==> src/include/supervisor_pkg.sv <==
// Constants and types shared by the reset supervisor and its hold timer.
// Assumes a single 100 MHz system clock; every time below becomes a cycle count.
package supervisor_pkg;

    localparam longint CLK_HZ = 100_000_000;

    // Least time reset stays asserted after the last cause clears
    localparam longint HOLD_TIME_MS = 140;
    // Nominal watchdog expiry, 1.6 s written in milliseconds
    localparam longint WD_PERIOD_MS = 1600;
    // Manual reset filter window, well below the 1 us guaranteed low pulse
    localparam longint DEBOUNCE_NS = 500;

    // Least time rounds up, nominal and filter times round down
    localparam longint HOLD_CYCLES_CALC = (HOLD_TIME_MS * CLK_HZ + 999) / 1000;
    localparam longint WD_CYCLES_CALC = (WD_PERIOD_MS * CLK_HZ) / 1000;
    localparam longint DEBOUNCE_CYCLES_RAW = (DEBOUNCE_NS * CLK_HZ) / 1_000_000_000;
    localparam longint DEBOUNCE_CYCLES_CALC = (DEBOUNCE_CYCLES_RAW < 1) ? 1 : DEBOUNCE_CYCLES_RAW;

    localparam int HOLD_W = 24;
    localparam int WD_W = 28;
    localparam int DEB_W = 8;

    typedef logic [HOLD_W-1:0] hold_cnt_t;
    typedef logic [WD_W-1:0] wd_cnt_t;
    typedef logic [DEB_W-1:0] deb_cnt_t;

    localparam hold_cnt_t HOLD_CNT_ZERO = 24'h00_0000;
    localparam hold_cnt_t HOLD_CNT_ONE = 24'h00_0001;
    localparam wd_cnt_t WD_CNT_ZERO = 28'h000_0000;
    localparam wd_cnt_t WD_CNT_ONE = 28'h000_0001;
    localparam deb_cnt_t DEB_CNT_ZERO = 8'h00;
    localparam deb_cnt_t DEB_CNT_ONE = 8'h01;

    // Build-time form of the reset outputs
    typedef enum {
        OUT_PP_LOW,
        OUT_PP_HIGH,
        OUT_OD_LOW,
        OUT_PP_BOTH
    } out_mode_t;

endpackage

==> src/include/hold_timer_if.sv <==
// Carrier between the supervisor core and its reset hold timer.
// Assumes both ends sit in the same clock domain.
`timescale 1ns/1ps
interface hold_timer_if;
    logic cause;
    logic supply_low_raw;
    logic active;

    modport timer (
        input cause,
        input supply_low_raw,
        output active
    );

    modport owner (
        output cause,
        output supply_low_raw,
        input active
    );
endinterface

==> src/hw/reset_hold_timer.sv <==
// Reset hold timer: keeps reset active while any cause is present and
// for a fixed number of cycles after the last one clears.
// Assumes the raw supply-low level may arrive at any time.
`timescale 1ns/1ps
module reset_hold_timer #(
    parameter int unsigned HOLD_CYCLES = 32'(supervisor_pkg::HOLD_CYCLES_CALC)
) (
    input wire logic clk_sys_in,
    input wire logic rst_in,
    hold_timer_if.timer hold
);

    typedef struct packed {
        logic active;
        supervisor_pkg::hold_cnt_t count;
    } hold_state_t;

    localparam hold_state_t ST_ASSERT = '{active: 1'b1, count: supervisor_pkg::HOLD_CNT_ZERO};
    localparam supervisor_pkg::hold_cnt_t LAST = supervisor_pkg::hold_cnt_t'(HOLD_CYCLES - 1);

    hold_state_t st;
    hold_state_t next_st;

    always_comb begin
        next_st = st;
        if (hold.cause) begin
            // Any cause restarts the hold from zero
            next_st = ST_ASSERT;
        end else if (st.active) begin
            if (st.count >= LAST) begin
                next_st.active = 1'b0;
            end else begin
                next_st.count = st.count + supervisor_pkg::HOLD_CNT_ONE;
            end
        end
    end

    // Supply low sets the timer at once, without waiting for a clock
    always_ff @(posedge clk_sys_in or posedge hold.supply_low_raw) begin
        if (hold.supply_low_raw) begin
            st <= ST_ASSERT;
        end else if (rst_in) begin
            st <= ST_ASSERT;
        end else begin
            st <= next_st;
        end
    end

    assign hold.active = st.active;

endmodule // reset_hold_timer

==> src/hw/supervisor_reset_watchdog.sv <==
// Processor supervisor: supply-low, manual reset and watchdog causes
// drive a held reset toward a host processor.
// Assumes manual reset and watchdog toggle inputs are synchronous to
// clk_sys_in; supply_low_in may be fully asynchronous.
`timescale 1ns/1ps

// Contract
// - Supply low asserts reset, held afterwards
// - Hold reset at least 140 ms
// - Watchdog expires 1.6 s after last clear
// - Debounce the manual reset input internally
// - Toggle pulses of 50 ns are detected
// - Output form chosen at build time
// - Watchdog and manual reset individually optional
// - Stuck toggle input triggers held reset
// - Counter clears on reset, manual, edge
// - Counter held while reset, counts after
// - Manual low forces reset, then hold
module supervisor_reset_watchdog #(
    parameter int unsigned HOLD_CYCLES = 32'(supervisor_pkg::HOLD_CYCLES_CALC),
    parameter int unsigned WD_CYCLES = 32'(supervisor_pkg::WD_CYCLES_CALC),
    parameter int unsigned DEBOUNCE_CYCLES = 32'(supervisor_pkg::DEBOUNCE_CYCLES_CALC),
    parameter supervisor_pkg::out_mode_t OUT_MODE = supervisor_pkg::OUT_PP_LOW,
    parameter bit WATCHDOG_PRESENT = 1'b1,
    parameter bit MANUAL_PRESENT = 1'b1
) (
    input wire logic clk_sys_in,
    input wire logic rst_in,
    input wire logic supply_low_in,
    input wire logic manual_reset_n_input_in,
    input wire logic watchdog_toggle_input_in,
    input wire logic reset_od_pin_in,
    output logic reset_n_out,
    output logic reset_out,
    output logic reset_od_out,
    output logic reset_od_oe_out
);

    typedef struct packed {
        logic supply_meta;
        logic supply_sync;
        logic manual_level;
        supervisor_pkg::deb_cnt_t deb_count;
        logic toggle_prev;
        supervisor_pkg::wd_cnt_t wd_count;
        logic wd_expire;
        logic rst_n;
        logic rst_hi;
        logic od_oe;
    } sup_state_t;

    // Every flop is taken to its asserting or cleared value
    localparam sup_state_t ST_ASSERT = '{
        supply_meta: 1'b1,
        supply_sync: 1'b1,
        manual_level: 1'b1,
        deb_count: supervisor_pkg::DEB_CNT_ZERO,
        toggle_prev: 1'b0,
        wd_count: supervisor_pkg::WD_CNT_ZERO,
        wd_expire: 1'b0,
        rst_n: 1'b0,
        rst_hi: 1'b1,
        od_oe: 1'b1
    };

    localparam supervisor_pkg::wd_cnt_t WD_LAST = supervisor_pkg::wd_cnt_t'(WD_CYCLES - 1);
    localparam supervisor_pkg::deb_cnt_t DEB_LAST =
        supervisor_pkg::deb_cnt_t'(DEBOUNCE_CYCLES - 1);

    localparam bit HAS_LOW_PP =
        (OUT_MODE == supervisor_pkg::OUT_PP_LOW) || (OUT_MODE == supervisor_pkg::OUT_PP_BOTH);
    localparam bit HAS_HIGH_PP =
        (OUT_MODE == supervisor_pkg::OUT_PP_HIGH) || (OUT_MODE == supervisor_pkg::OUT_PP_BOTH);
    localparam bit HAS_OD = (OUT_MODE == supervisor_pkg::OUT_OD_LOW);

    sup_state_t st;
    sup_state_t next_st;

    hold_timer_if hold ();

    logic manual_asserted;
    logic toggle_edge;
    logic cause;
    logic reset_now;

    reset_hold_timer #(
        .HOLD_CYCLES(HOLD_CYCLES)
    ) u_hold (
        .clk_sys_in(clk_sys_in),
        .rst_in(rst_in),
        .hold(hold.timer)
    );

    // Debounced manual level; absent input reads as released
    assign manual_asserted = MANUAL_PRESENT && !st.manual_level;

    // Registered previous level catches both edges; inputs are sampled at
    // 10 ns so a 50 ns pulse is seen by at least four edges
    assign toggle_edge = WATCHDOG_PRESENT && (watchdog_toggle_input_in != st.toggle_prev);

    // Only the second synchroniser flop feeds the cause
    assign cause = st.supply_sync || manual_asserted || st.wd_expire;

    // Output flops take reset on the edge after a cause appears, not waiting for the hold timer
    assign reset_now = hold.active || cause;

    always_comb begin
        hold.cause = cause;
        hold.supply_low_raw = supply_low_in;
    end

    always_comb begin
        next_st = st;

        // Two-flop synchroniser for the supply-low level
        next_st.supply_meta = supply_low_in;
        next_st.supply_sync = st.supply_meta;

        // Manual reset filter: a new level is accepted only after it holds
        // for the whole window, so contact bounce yields one reset
        if (!MANUAL_PRESENT) begin
            next_st.manual_level = 1'b1;
            next_st.deb_count = supervisor_pkg::DEB_CNT_ZERO;
        end else if (manual_reset_n_input_in == st.manual_level) begin
            next_st.deb_count = supervisor_pkg::DEB_CNT_ZERO;
        end else if (st.deb_count >= DEB_LAST) begin
            // Window below 1 us, so a guaranteed low pulse is always taken
            next_st.manual_level = manual_reset_n_input_in;
            next_st.deb_count = supervisor_pkg::DEB_CNT_ZERO;
        end else begin
            next_st.deb_count = st.deb_count + supervisor_pkg::DEB_CNT_ONE;
        end

        // Watchdog counter
        next_st.toggle_prev = watchdog_toggle_input_in;
        next_st.wd_expire = 1'b0;
        if (!WATCHDOG_PRESENT) begin
            next_st.wd_count = supervisor_pkg::WD_CNT_ZERO;
        end else if (hold.active || manual_asserted || toggle_edge) begin
            // Held at zero while reset stands, counts from release
            next_st.wd_count = supervisor_pkg::WD_CNT_ZERO;
        end else if (st.wd_count >= WD_LAST) begin
            // Stuck toggle input: one-cycle cause starts a full hold
            next_st.wd_expire = 1'b1;
            next_st.wd_count = supervisor_pkg::WD_CNT_ZERO;
        end else begin
            next_st.wd_count = st.wd_count + supervisor_pkg::WD_CNT_ONE;
        end

        // Output forms; unused forms rest at their released level
        next_st.rst_n = !(HAS_LOW_PP && reset_now);
        next_st.rst_hi = HAS_HIGH_PP && reset_now;
        next_st.od_oe = HAS_OD && reset_now;
    end

    // Supply low forces every output flop at once; the synchronous path
    // still decides release so the hold only starts once the level is stable
    always_ff @(posedge clk_sys_in or posedge supply_low_in) begin
        if (supply_low_in) begin
            st <= ST_ASSERT;
        end else if (rst_in) begin
            st <= ST_ASSERT;
        end else begin
            st <= next_st;
        end
    end

    // An unused form shows released even though the preset drives it
    always_comb begin
        reset_n_out = st.rst_n || !HAS_LOW_PP;
        reset_out = st.rst_hi && HAS_HIGH_PP;
        reset_od_oe_out = st.od_oe && HAS_OD;
        reset_od_out = 1'b0;
    end

    // The wired level of the open-drain pin is not needed by this end
    logic unused_pin;
    assign unused_pin = reset_od_pin_in;

endmodule // supervisor_reset_watchdog

==> config.mk <==
export PLATFORM = sky130hd
export DESIGN_NAME = supervisor_reset_watchdog
export DESIGN_NICKNAME = d
export VERILOG_FILES = /design/src/include/supervisor_pkg.sv /design/src/include/hold_timer_if.sv /design/src/hw/reset_hold_timer.sv /design/src/hw/supervisor_reset_watchdog.sv
export SDC_FILE = /design/constraint.sdc
export NUM_CORES = 1
export LEC_CHECK = 0
export BUFFER_PORTS_ARGS = -buffer_cell sky130_fd_sc_hd__buf_2
export CORE_ASPECT_RATIO = 1.4
export CORE_MARGIN = 1.5
export CORE_UTILIZATION = 65
export CTS_BUF_LIST = sky130_fd_sc_hd__clkbuf_4 sky130_fd_sc_hd__clkbuf_8 sky130_fd_sc_hd__clkbuf_16
export CTS_CLUSTER_DIAMETER = 40
export CTS_CLUSTER_SIZE = 24
export DETAILED_ROUTE_END_ITERATION = 7
export HOLD_SLACK_MARGIN = 0.02
export PLACE_DENSITY = 0.83
export SLEW_MARGIN = 5
export SYNTH_ARGS = -nofsm -noshare
export SYNTH_HDL_FRONTEND = slang
export SYNTH_HIERARCHICAL = 1
export SYNTH_SLANG_ARGS = --single-unit
==> constraint.sdc <==
create_clock -name clk_sys_in -period 7.2 [get_ports clk_sys_in]
set_input_delay 1.08 -clock clk_sys_in [delete_from_list [all_inputs] [get_ports clk_sys_in]]
set_output_delay 1.08 -clock clk_sys_in [all_outputs]
set_load 0.02 [all_outputs]
-- Word level (Yosys, flattened, before mapping)
Index checks and enable logic that the tools add are counted.
Widths: inputs -> output; s select.
- input bits: 6
- output and inout bits: 4
- logic and storage cells: 45
- bits in registers: 67
- equal/unequal tests: 4
- order comparisons: 3
- reduce and logical (&&, ||, !) cells: 11
- $add $sub $neg: 3
- muxes and demuxes: 14
- operators by type and width (kind ; count):
    $mux 25 ; 3
    $mux 28 ; 2
    $mux 44 ; 1
    $add 28x1->28 const B ; 1
    $ge 28x28->1 const B ; 1
    $add 24x1->24 const B ; 1
    $ge 24x24->1 const B ; 1
    $mux 24 ; 1
    $mux 8 ; 2
    $add 8x1->8 const B ; 1
    $ge 8x6->1 const B ; 1
    $logic_or 1x1->1 ; 5
    $mux 1 ; 5
    $reduce_and 2->1 ; 2
    $ne 3x3->1 const B ; 1
    $reduce_bool 3->1 ; 1
    $logic_not 1->1 ; 2
    $ne 2x2->1 const B ; 1
    $reduce_bool 2->1 ; 1
    $eq 1x1->1 ; 1
    $ne 1x1->1 ; 1

-- Longest topological paths before layout
Gate-level depths: netlist of the first run.
- word-level depth: 6
- gate-level depth with buffers: 9
- mapped depth without buffers: 7

-- Cells and area by module
The synthesis of the first run kept the hierarchy.
- by module, submodules not included (module ; area an instance (um^2) ; sequential area each (um^2) ; cells an instance ; times used):
    supervisor_reset_watchdog ; 2235.9 ; 1054.8 ; 220 ; 1
    reset_hold_timer ; 1572.8 ; 626.9 ; 165 ; 1

-- Worst setup path after synthesis of the first run
OpenSTA, ideal clock, no wires.
- path type: input port to flip-flop
- start: input watchdog_toggle_input_in
- end: register, netlist name st[12]
- buffers on the path: 2
- required time: 7114 ps
- arrival time: 2459 ps
- path slack: 4655 ps
- setup time: 86 ps
- stages: 6
- path through: xor2_1 or4_1 or3b_1 buf_2 buf_2 nor3_1
- RTL lines (what ; RTL line ; source):
    from (decl) ; supervisor_reset_watchdog.sv:31 ; input wire logic watchdog_toggle_input_in,

==> results.py, run 1 <==
metrics = {
    "run_status": {
        "status": "finished, final reports clean",
    },
    "drt": {
        "num_vias": 3162,
        "drc": 0,
        "drt_wl_total_um": 8170,
        "firstDrtPassIters": 5,
        "first_iter_violations": 386,
        "ant_nets": 0,
        "wl_per_cell_um": 18.0,
        "vias_per_cell": 6.95,
    },
    "final_layout": {
        "final_cell_count_no_fill": 455,
        "finalInstanceArea_mm2": 0.00399,
        "seqCellArea_mm2": 0.00168,
        "area_growth_pct": 4.73,
        "num-fill-cells": 414,
        "final_nets": 393,
        "diodes": 0,
        "multiInputGateArea_mm2": 0.00193,
        "drive_gt1_share_pct": 13.4,
    },
    "power": {
        "power_density_mw_per_mm2": 178,
        "p_total_uw": 709,
        "ir_drop_uv": 143,
        "p_leak_uw": 0.00145,
    },
    "synthesis": {
        "yosys-top-cells-count": "dfrtp_1, nand2_1, nand3_1",
        "yosysWarnings": 6,
        "ys_types": 62,
        "yosysMostFrequentCell": "dfrtp_1",
        "synth.area.mux_share_pct": 0.788,
        "synth-simple-area-share_pct": 25.9,
        "synth_area_per_cell_um2": 9.89,
        "synth_top_area_share_pct": 41.4,
        "synth_edf_count": 0,
        "netlist_instances": 385,
        "syn_area_mm2": 0.00381,
        "synth_ff_type": "dfrtp_1",
        "synth_compound_area_share_pct": 17.8,
        "async_reset_ff_share_pct": 100,
        "synth.area.top_cells": "dfrtp_1, o31ai_1, nand3_1",
        "synth_top_family_by_area": "simple AND/OR/NAND/NOR gates",
        "seq_area_frac_synth_pct": 44.2,
        "synth-seq-cells": 67,
        "yosys.area.top_type": "dfrtp_1",
        "synthXorXnorAreaFrac_pct": 4.14,
        "synth_fa_ha_area_share_pct": 1.64,
    },
    "critical_path": {
        "r2r_end": "st[24]$_DFF_PP0_",
        "worst-setup-path-type": "input pin to flip-flop",
        "start_kind": "input pin",
        "rr_startpoint": "st[29]$_DFF_PP0_",
        "cp_max_fo": 28,
        "cp_cell_sequence": "buf_2 -> or4_1 -> or3b_1 -> a211oi_1",
        "worstSetupStartpoint": "rst_in",
        "cpMaxStageDelayCell": "or3b_1",
        "cp.required_ns": 7.42,
        "r2r_setup_slack_ns": 4.43,
        "cp_num_buf_inv": 1,
        "endpoint_kind": "flip-flop",
        "critPathTopFamily": "simple AND/OR/NAND/NOR gates",
        "critical_path.max_stage_delay_ns": 0.77,
        "cp_data_arrival_time_ns": 3.01,
        "reg2reg_depth": 4,
    },
    "clock_tree": {
        "cts_root_buffer": "clkbuf_8",
        "clkLatencyLatePin_ns": 0.34,
        "numCtsBuffers": 9,
        "clk_path_buf_depth": 2,
        "cts.htree.levels": 3,
        "path_clk_slew_ns": 0.07,
        "cts_setup_buffers": 0,
        "cts_resized": 0,
        "cts_hold_buf": 0,
        "cts_tree": "done",
        "numClockSinks": 67,
    },
    "job": {
        "maxCapViolCount": 0,
    },
    "timing": {
        "slew_violations": 0,
        "whs_ns": 0.514,
        "hold_violations": 0,
        "max_freq_mhz": 359,
        "worst-slew-pin-transition_ns": 1.21,
        "finalClockSkew_ns": 0.0103,
        "rsz0062_at_grt": "false",
        "fin_crit_sh_pct": 38.7,
        "tns_ns": 0,
        "period_needed_ns": 2.78,
        "setup_viol": 0,
        "relSlewSlack_pct": 18.7,
    },
    "floorplanning": {
        "coreArea_mm2": 0.00557,
        "num_io_pins": 10,
        "die_y_um": 93.6,
        "die_w_um": 67.7,
        "initial_utilization_pct": 68.4,
        "num_rows": 32,
        "design.die.area_mm2": 0.00633,
    },
    "worst_hold_path": {
        "hp-class": "flip-flop to flip-flop",
        "holdCritStartpoint": "st[4]$_DFF_PP0_",
        "whs_path_depth": 1,
        "hold_end": "st[4]$_DFF_PP0_",
    },
    "placed_design": {
        "dp_hpwl_um": 5320,
        "post-place-cells": 439,
        "gp_congestion": 0.816,
        "placed_area_mm2": 0.00379,
        "portBuffers": 5,
    },
    "grt": {
        "grt_overflow": 0,
        "antenna_found_initial": 0,
        "grt_max_degree": 43,
        "grt_pass1_vias": 3019,
        "grt_pass1_wl_um": 13600,
        "grt_usage_pct": 28.1,
    },
}
==> area by class of cell <==
class,instances,share of cell area [%]
flip-flops and latches,67,42.2
clock buffers,10,3.29
clock inverters,6,1.69
well taps,68,2.13
repair buffers,7,1.00
inverters,13,1.22
multi-input cells,284,48.5
==> power breakdown <==
part / internal [µW] / total [µW] / switching (µW) / leakage [µW]
Combinational: 4.57 / 19.1 / 14.5 / 0.000434
Clock: 164 / 309 / 145 / 0.0000959
Sequential: 379 / 380 / 1.36 / 0.000917
Total: 548 / 709 / 161 / 0.00145
==> stage by stage <==
| stage | setup slack [ns] | utilization [%] |
|---|---|---|
| 6_report | 4.42 | 71.7 |
| 5_1_grt | 4.26 | 71.7 |
| 4_1_cts | 4.41 | 71.7 |
| 3_5_place_dp | 4.06 | 68.1 |
| 3_3_place_gp | 4.16 | 68.1 |
| 2_1_floorplan | 4.66 | - |
==> flip-flops by register name (all words and copies together), names as in the netlist <==
register            cells
u_hold/hold.active      1
next_st                 1
reset_n_out             1
u_hold/st              24
st                     40
==> how the worst max path moves through the flow <==
stage	slack, ns	depth (start not counted)	to
2_1_floorplan	4.66	6	st[12]$_DFF_PP0_
3_5_place_dp	4.06	4	st[24]$_DFF_PP0_
5_1_grt	4.26	4	st[24]$_DFF_PP0_
4_1_cts	4.41	4	st[24]$_DFF_PP0_
6_report	4.42	4	st[24]$_DFF_PP0_
3_3_place_gp	4.16	4	st[30]$_DFF_PP0_
==> per-layer routing <==
metal	GRT usage (%)	share of wire, %	vias up
met5	0	0	-
met4	9.69	1.5	0
met3	6.38	4.3	15
met2	48.6	54	99
met1	33.4	41	1585
li1	-	-	1463
==> logic make-up (layout without fill, tap and decap cells) <==
kind of cell	after synthesis	after routing
multiplexers	3	3
adder cells (fa/ha/maj)	5	5
AO/OA/AOI/OAI	85	85
flip-flops	67	67
other	1	5
buffers and inverters	38	36
AND/OR/NAND/NOR	168	168
XOR/XNOR	18	18
==> layout by cell type, fill, tap and decap left out, types with 4 or more instances in the layout <==
cell type  netlist  routed
dfrtp_1         63      63
nand2_1         28      28
nand3_1         25      25
nor3_1          20      20
o31ai_1         18      18
nor2_1          16      16
nand4_1         15      15
xnor2_1         14      14
a211oi_1        14      14
inv_1           13      13
or4_1           13      13
clkbuf_8         0       9
or3_1            7       7
o211ai_1         6       6
and3_1           6       6
a31oi_1          6       6
nor4_1           5       5
ha_1             5       5
conb_1           1       5
buf_2            5       5
o311ai_1         5       5
o311ai_0         5       5
xor2_1           4       4
or2_2            4       4
o21ai_0          4       4
dfstp_2          4       4
o21ai_2          4       4
No activity file was read; power rests on OpenSTA's default activity.
==> inputs of run 2 (changes only) <==
- ABC_AREA: default -> 1
- CORE_UTILIZATION: 65 -> 57
- PLACE_DENSITY: 0.83 -> 0.76
- clock period: 7.2 -> 2.28 ns (I/O delays scaled with it)
==> results.py, run 2 <==
metrics = {
    "final_layout": {
        "most-common-layout-cells": "nand2_1, nor2_1, dfrtp_1",
        "multiInputGateArea_mm2": 0.00241,
        "diodes": 0,
        "largest_reg_flops": 40,
        "num-fill-cells": 633,
        "final_common_cell": "nand2_1",
        "seqCellArea_mm2": 0.00168,
        "top_regs": "st: 40 flops, u_hold/st: 24 flops",
        "final_nets": 621,
        "area_growth_pct": 8.13,
        "largest-register": "st",
        "drive_gt1_share_pct": 15.4,
    },
    "clock_tree": {
        "numClockSinks": 67,
        "cts.htree.levels": 3,
        "clk_path_buf_depth": 2,
        "clkLatencyLatePin_ns": 0.35,
        "numCtsBuffers": 9,
        "cts_root_buffer": "clkbuf_8",
        "path_clk_slew_ns": 0.08,
        "cts_tree": "done",
    },
    "timing": {
        "relSlewSlack_pct": 66.6,
        "setup_viol": 0,
        "tns_ns": 0,
        "postLayoutSetupSlackWorst_ns": 0.370,
        "period_needed_ns": 1.91,
        "rsz0062_at_grt": "false",
        "worst-slew-pin-transition_ns": 0.500,
        "hold_violations": 0,
        "finalClockSkew_ns": 0.0115,
        "slew_violations": 0,
        "max_freq_mhz": 524,
        "fin_crit_sh_pct": 83.8,
    },
    "job": {
        "maxCapViolCount": 0,
    },
    "power": {
        "power_density_mw_per_mm2": 520,
        "ir_drop_uv": 626,
        "p_leak_uw": 0.00204,
    },
    "grt": {
        "grt_overflow": 0,
        "busiest_layer": "met2",
        "grt.met3_usage_pct": 3.83,
        "antenna_found_initial": 0,
        "grt_pass1_vias": 3629,
        "grt_max_degree": 30,
        "grtUsageMet1_pct": 25.4,
        "grt_pass1_wl_um": 15500,
        "grt_use_met2_pct": 43.7,
        "grt_usage_pct": 23.7,
    },
    "worst_hold_path": {
        "holdCritStartpoint": "watchdog_toggle_input_in",
        "hp-class": "input pin to flip-flop",
        "hold_end": "st[32]$_DFF_PP0_",
        "whs_path_depth": 3,
    },
    "drt": {
        "vias_per_cell": 5.09,
        "first_iter_violations": 204,
        "drt_wl_total_um": 8720,
        "num_vias": 3622,
        "ant_nets": 0,
        "drc": 0,
        "firstDrtPassIters": 6,
        "wl_per_cell_um": 12.3,
    },
    "synthesis": {
        "synth-seq-cells": 67,
        "async_reset_ff_share_pct": 100,
        "synth_edf_count": 0,
        "synth.area.top_cells": "dfrtp_1, nand2_1, nor2_1",
        "synth_top_area_share_pct": 35.7,
        "synth_area_per_cell_um2": 7.43,
        "yosys-top-cells-count": "nand2_1, nor2_1, dfrtp_1",
        "yosysWarnings": 6,
        "synth_ff_type": "dfrtp_1",
        "yosys.area.top_type": "dfrtp_1",
        "seq_area_frac_synth_pct": 38.1,
        "syn_area_mm2": 0.00442,
        "yosysMostFrequentCell": "nand2_1",
        "netlist_instances": 595,
        "ys_types": 37,
    },
    "floorplanning": {
        "initial_utilization_pct": 59.3,
        "num_rows": 37,
        "num_io_pins": 10,
        "coreArea_mm2": 0.00745,
        "design.die.area_mm2": 0.00830,
        "die_w_um": 77.4,
        "die_y_um": 107,
    },
    "placed_design": {
        "dp_hpwl_um": 6460,
        "post-place-ws_ns": 0.406,
        "gp_congestion": 0.920,
        "portBuffers": 5,
    },
    "run_status": {
        "status": "finished, final reports clean",
    },
    "critical_path": {
        "cp.required_ns": 2.55,
        "reg2reg_depth": 7,
        "r2r_end": "u_hold/st[19]$_DFFE_PP0P_",
        "cp_max_fo": 8,
        "r2r_setup_slack_ns": 0.37,
        "worst-setup-path-type": "flip-flop to flip-flop",
        "rr_startpoint": "st[41]$_DFFE_PP1P_",
        "cp_data_arrival_time_ns": 2.18,
        "start_kind": "flip-flop",
        "endpoint_kind": "flip-flop",
    },
}
## run 2: changes by cell type after synthesis, moves of 13 or more
cell and change:
nand2_1 +147, nor2_1 +76, inv_1 +45, nand3_1 +33, nor2_4 +27, o31ai_1 -18, a211oi_1 -14, nor3_1 -14
nand2_2 +13, or4_1 -13
## run 2: critical path: stages (launching register included)
cell	delay (ns)
dfstp_2	0.54
inv_1	0.07
or3_1	0.35
nor2_2	0.12
nand2_1	0.08
inv_1	0.23
nand3_2	0.23
o21ai_0	0.21
## run 2: power by group
group          switching [µW]  internal [µW]  total [µW]  leakage [µW]
sequential               3.53           1200        1200      0.000917
combinational            47.0           14.9        61.9      0.000999
clock                     485            736        1220      0.000125
total                     536           1950        2480       0.00204
## run 2: worst max-delay path by stage
stage                                     end  cells past startpoint               start
detailed placement  u_hold/st[19]$_DFFE_PP0P_                      7  st[41]$_DFFE_PP1P_
finish              u_hold/st[19]$_DFFE_PP0P_                      7  st[41]$_DFFE_PP1P_
global placement    u_hold/st[22]$_DFFE_PP0P_                      7  st[41]$_DFFE_PP1P_
global route        u_hold/st[22]$_DFFE_PP0P_                      7  st[41]$_DFFE_PP1P_
CTS                 u_hold/st[19]$_DFFE_PP0P_                      7  st[41]$_DFFE_PP1P_
floorplan            u_hold/st[5]$_DFFE_PP0P_                      8  st[41]$_DFFE_PP1P_
## run 2: timing repair
action / CTS / global route
hold endpoints to repair: 9 / 0
gates resized for setup: 0 / 0
buffers inserted: 0 / 0
hold buffers: 1 / 0
## run 2: through the flow
step                hold WS, ns  power [µW]  instance area, µm²  cells  util (%)
finish                    0.203        2480                4780    712      64.1
global route              0.207        2570                4780    712      64.1
CTS                       0.188        2510                4780    712      64.1
detailed placement        0.405        1290                4520    695      60.7
global placement          0.401        1280                4520    695      60.7
floorplan                 0.369        1270                4430    599         -
## run 2: final cells by class
type | instances | share of cell area (%)
multi-input combinational | 458 | 50.4
sequential | 67 | 35.2
inverter | 63 | 4.95
clock buffer | 9 | 2.59
clock inverter | 7 | 2.54
tap | 97 | 2.54
timing repair buffer | 11 | 1.78
## run 2: cell families (layout without fill, tap and decap cells)
logic type	count (synthesis)	in the layout	share of synthesized area, %
xor+xnor	25	25	4.96
other cells	1	5	0.0849
compound gates	22	22	2.97
buf+inv	74	90	7.79
fa+ha+maj	5	5	1.42
simple gates	401	401	44.7
flops	67	67	38.1
## run 2: per-layer routing
| layer | part of all wire, % | vias to the layer above | routed length (µm) |
|---|---|---|---|
| met5 | 0 | - | 0 |
| met4 | 3.5 | 0 | 307 |
| met3 | 2.2 | 18 | 193 |
| met2 | 54 | 44 | 4700 |
| met1 | 40 | 1694 | 3520 |
| li1 | - | 1866 | - |
==> inputs of run 3 (changes only) <==
- ABC_AREA: 1 -> 0
- CORE_UTILIZATION: 57 -> 62
- PLACE_DENSITY: 0.76 -> 0.79
- clock period: 2.28 -> 1.89 ns (I/O delays scaled with it)
==> results.py, run 3 (synthesis gave the netlist of run 1 again) <==
metrics = {
    "clock_tree": {
        "cts.htree.levels": 3,
        "numCtsBuffers": 9,
        "clkLatencyLatePin_ns": 0.38,
        "numClockSinks": 67,
        "cts_root_buffer": "clkbuf_8",
        "path_clk_slew_ns": 0.11,
        "clk_path_buf_depth": 2,
        "cts_tree": "done",
    },
    "drt": {
        "wl_per_cell_um": 25.8,
        "vias_per_cell": 7.37,
        "drc": 0,
        "dr_wl_met3_um": 1300,
        "firstDrtPassIters": 6,
        "m1WireLength_um": 4650,
        "num_vias": 4166,
        "top_layer": "met4",
        "wl_met2_um": 6850,
        "ant_nets": 0,
        "first_iter_violations": 457,
        "drt_wl_total_um": 14600,
    },
    "critical_path": {
        "reg2reg_depth": 7,
        "cp_num_buf_inv": 2,
        "cp_max_fo": 6,
        "cp_cell_sequence": "or4b_4 -> or4_4 -> nor3b_4 -> buf_6 -> buf_6 -> o21ai_4 -> a31oi_1",
        "start_kind": "flip-flop",
        "critical_path.max_stage_delay_ns": 0.54,
        "cp_data_arrival_time_ns": 2.59,
        "endpoint_kind": "flip-flop",
        "worstSetupStartpoint": "u_hold/st[19]$_DFFE_PP0P_",
        "cpMostUsedCell": "buf_6",
        "cp.depth": 7,
        "critPathTopFamily": "simple AND/OR/NAND/NOR gates",
        "cpMaxStageDelayCell": "or4b_4",
        "rr_startpoint": "u_hold/st[19]$_DFFE_PP0P_",
        "worst-setup-path-type": "flip-flop to flip-flop",
        "cp.required_ns": 2.14,
    },
    "floorplanning": {
        "design.die.area_mm2": 0.00663,
        "num_io_pins": 10,
        "num_rows": 33,
        "die_y_um": 95.7,
        "die_w_um": 69.2,
        "coreArea_mm2": 0.00590,
        "initial_utilization_pct": 64.5,
    },
    "grt": {
        "grt_max_degree": 22,
        "grt_pass1_wl_um": 20100,
        "grt_pass1_vias": 4022,
        "antenna_found_initial": 1,
        "grt_overflow": 0,
        "grt_usage_pct": 39.0,
    },
    "job": {
        "maxCapViolCount": 0,
    },
    "worst_hold_path": {
        "hp-class": "input pin to flip-flop",
        "holdCritStartpoint": "manual_reset_n_input_in",
        "whs_path_depth": 2,
    },
    "final_layout": {
        "final_cell_count_no_fill": 565,
        "largest-register": "st",
        "utilization_pct": 89.4,
        "area_growth_pct": 38.6,
        "top_regs": "st: 40 flops, u_hold/st: 24 flops",
        "final_common_cell": "buf_4",
        "final_nets": 500,
        "drive_gt1_share_pct": 43.7,
        "largest_reg_flops": 40,
        "most-common-layout-cells": "buf_4, dfrtp_1, nand2_1",
    },
    "timing": {
        "finalClockSkew_ns": 0.0295,
        "hold_violations": 0,
        "slew_violations": 0,
        "period_needed_ns": 2.34,
        "worst-slew-pin-transition_ns": 0.708,
        "rsz0062_at_grt": "true",
        "relSlewSlack_pct": 52.7,
        "setup_viol": 59,
        "postLayoutSetupSlackWorst_ns": -0.448,
        "fin_crit_sh_pct": 124,
        "max_freq_mhz": 428,
    },
    "power": {
        "p_leak_uw": 0.00211,
        "ir_drop_uv": 578,
        "power_density_mw_per_mm2": 590,
        "p_total_uw": 3110,
    },
    "placed_design": {
        "gp_congestion": 0.833,
        "post-place-cells": 529,
        "dp_hpwl_um": 6810,
        "portBuffers": 5,
        "post-place-ws_ns": -0.278,
    },
    "run_status": {
        "violations": "negative setup slack",
        "status": "finished with violations",
    },
}
-- run 3: cell types whose count changed in the layout (fill, tap and decap cells not counted), moves of 13 or more --
cell	before	now
nor2_4	27	1
nand3_1	58	22
o31ai_1	0	14
nand2_1	175	27
nor2_1	92	11
nor3_2	0	13
buf_4	4	91
nand2_2	13	0
inv_1	58	12
-- run 3: layer usage --
layer / up-vias / track usage (%)
met5: - / 0
met4: 0 / 28.3
met3: 167 / 8.80
met2: 344 / 68.1
met1: 1960 / 41.8
li1: 1695 / -
-- run 3: per-stage QoR --
| stage | TNS, ns | hold WS [ns] | instance area [µm²] |
|---|---|---|---|
| 2_1_floorplan | -10.48 | 0.310 | 3880 |
| 3_3_place_gp | -9.86 | 0.312 | 4530 |
| 3_5_place_dp | -11.67 | 0.316 | 4530 |
| 4_1_cts | -11.64 | 0.166 | 5110 |
| 5_1_grt | -19.24 | 0.166 | 5280 |
| 6_report | -16.51 | 0.173 | 5280 |
-- run 3: report_power, final --
| part | total [µW] | internal [µW] | switching, µW |
|---|---|---|---|
| clock network | 1550 | 886 | 666 |
| registers | 1450 | 1440 | 5.88 |
| logic | 112 | 38.3 | 73.7 |
-- run 3: timing repair --
item | 4_1_cts | 5_1_grt
hold buffers | 1 | 0
gates cloned | 3 | 1
setup buffers | 6 | 9
endpoints found under the setup margin | 59 | 60
endpoints found under the hold margin | 9 | 0
pin swaps | 17 | 7
gates resized for setup | 56 | 23
-- run 3: worst paths after layout --
path / to / slack, ns
setup / recovery: u_hold/st[18]$_DFFE_PP0P_ / -0.45
hold / removal: st[41]$_DFFE_PP1P_ / 0.17
setup reg to reg: u_hold/st[18]$_DFFE_PP0P_ / -0.45
hold reg to reg: st[4]$_DFF_PP0_ / 0.51
max in group asynchronous: st[11]$_DFF_PP0_ / 0.64
min in group asynchronous: u_hold/st[2]$_DFFE_PP0P_ / 0.53
-- run 3: area by class of cell --
| cell class | instances | area (µm²) |
|---|---|---|
| Tap cell | 70 | 87.6 |
| Fill cell | 231 | 627 |
| Sequential cell | 67 | 1680 |
| Timing Repair Buffer | 113 | 951 |
| Clock buffer | 9 | 124 |
| Clock inverter | 7 | 124 |
| Multi-Input combinational cell | 285 | 2260 |
| Antenna cell | 1 | 2.50 |
| Inverter | 13 | 48.8 |
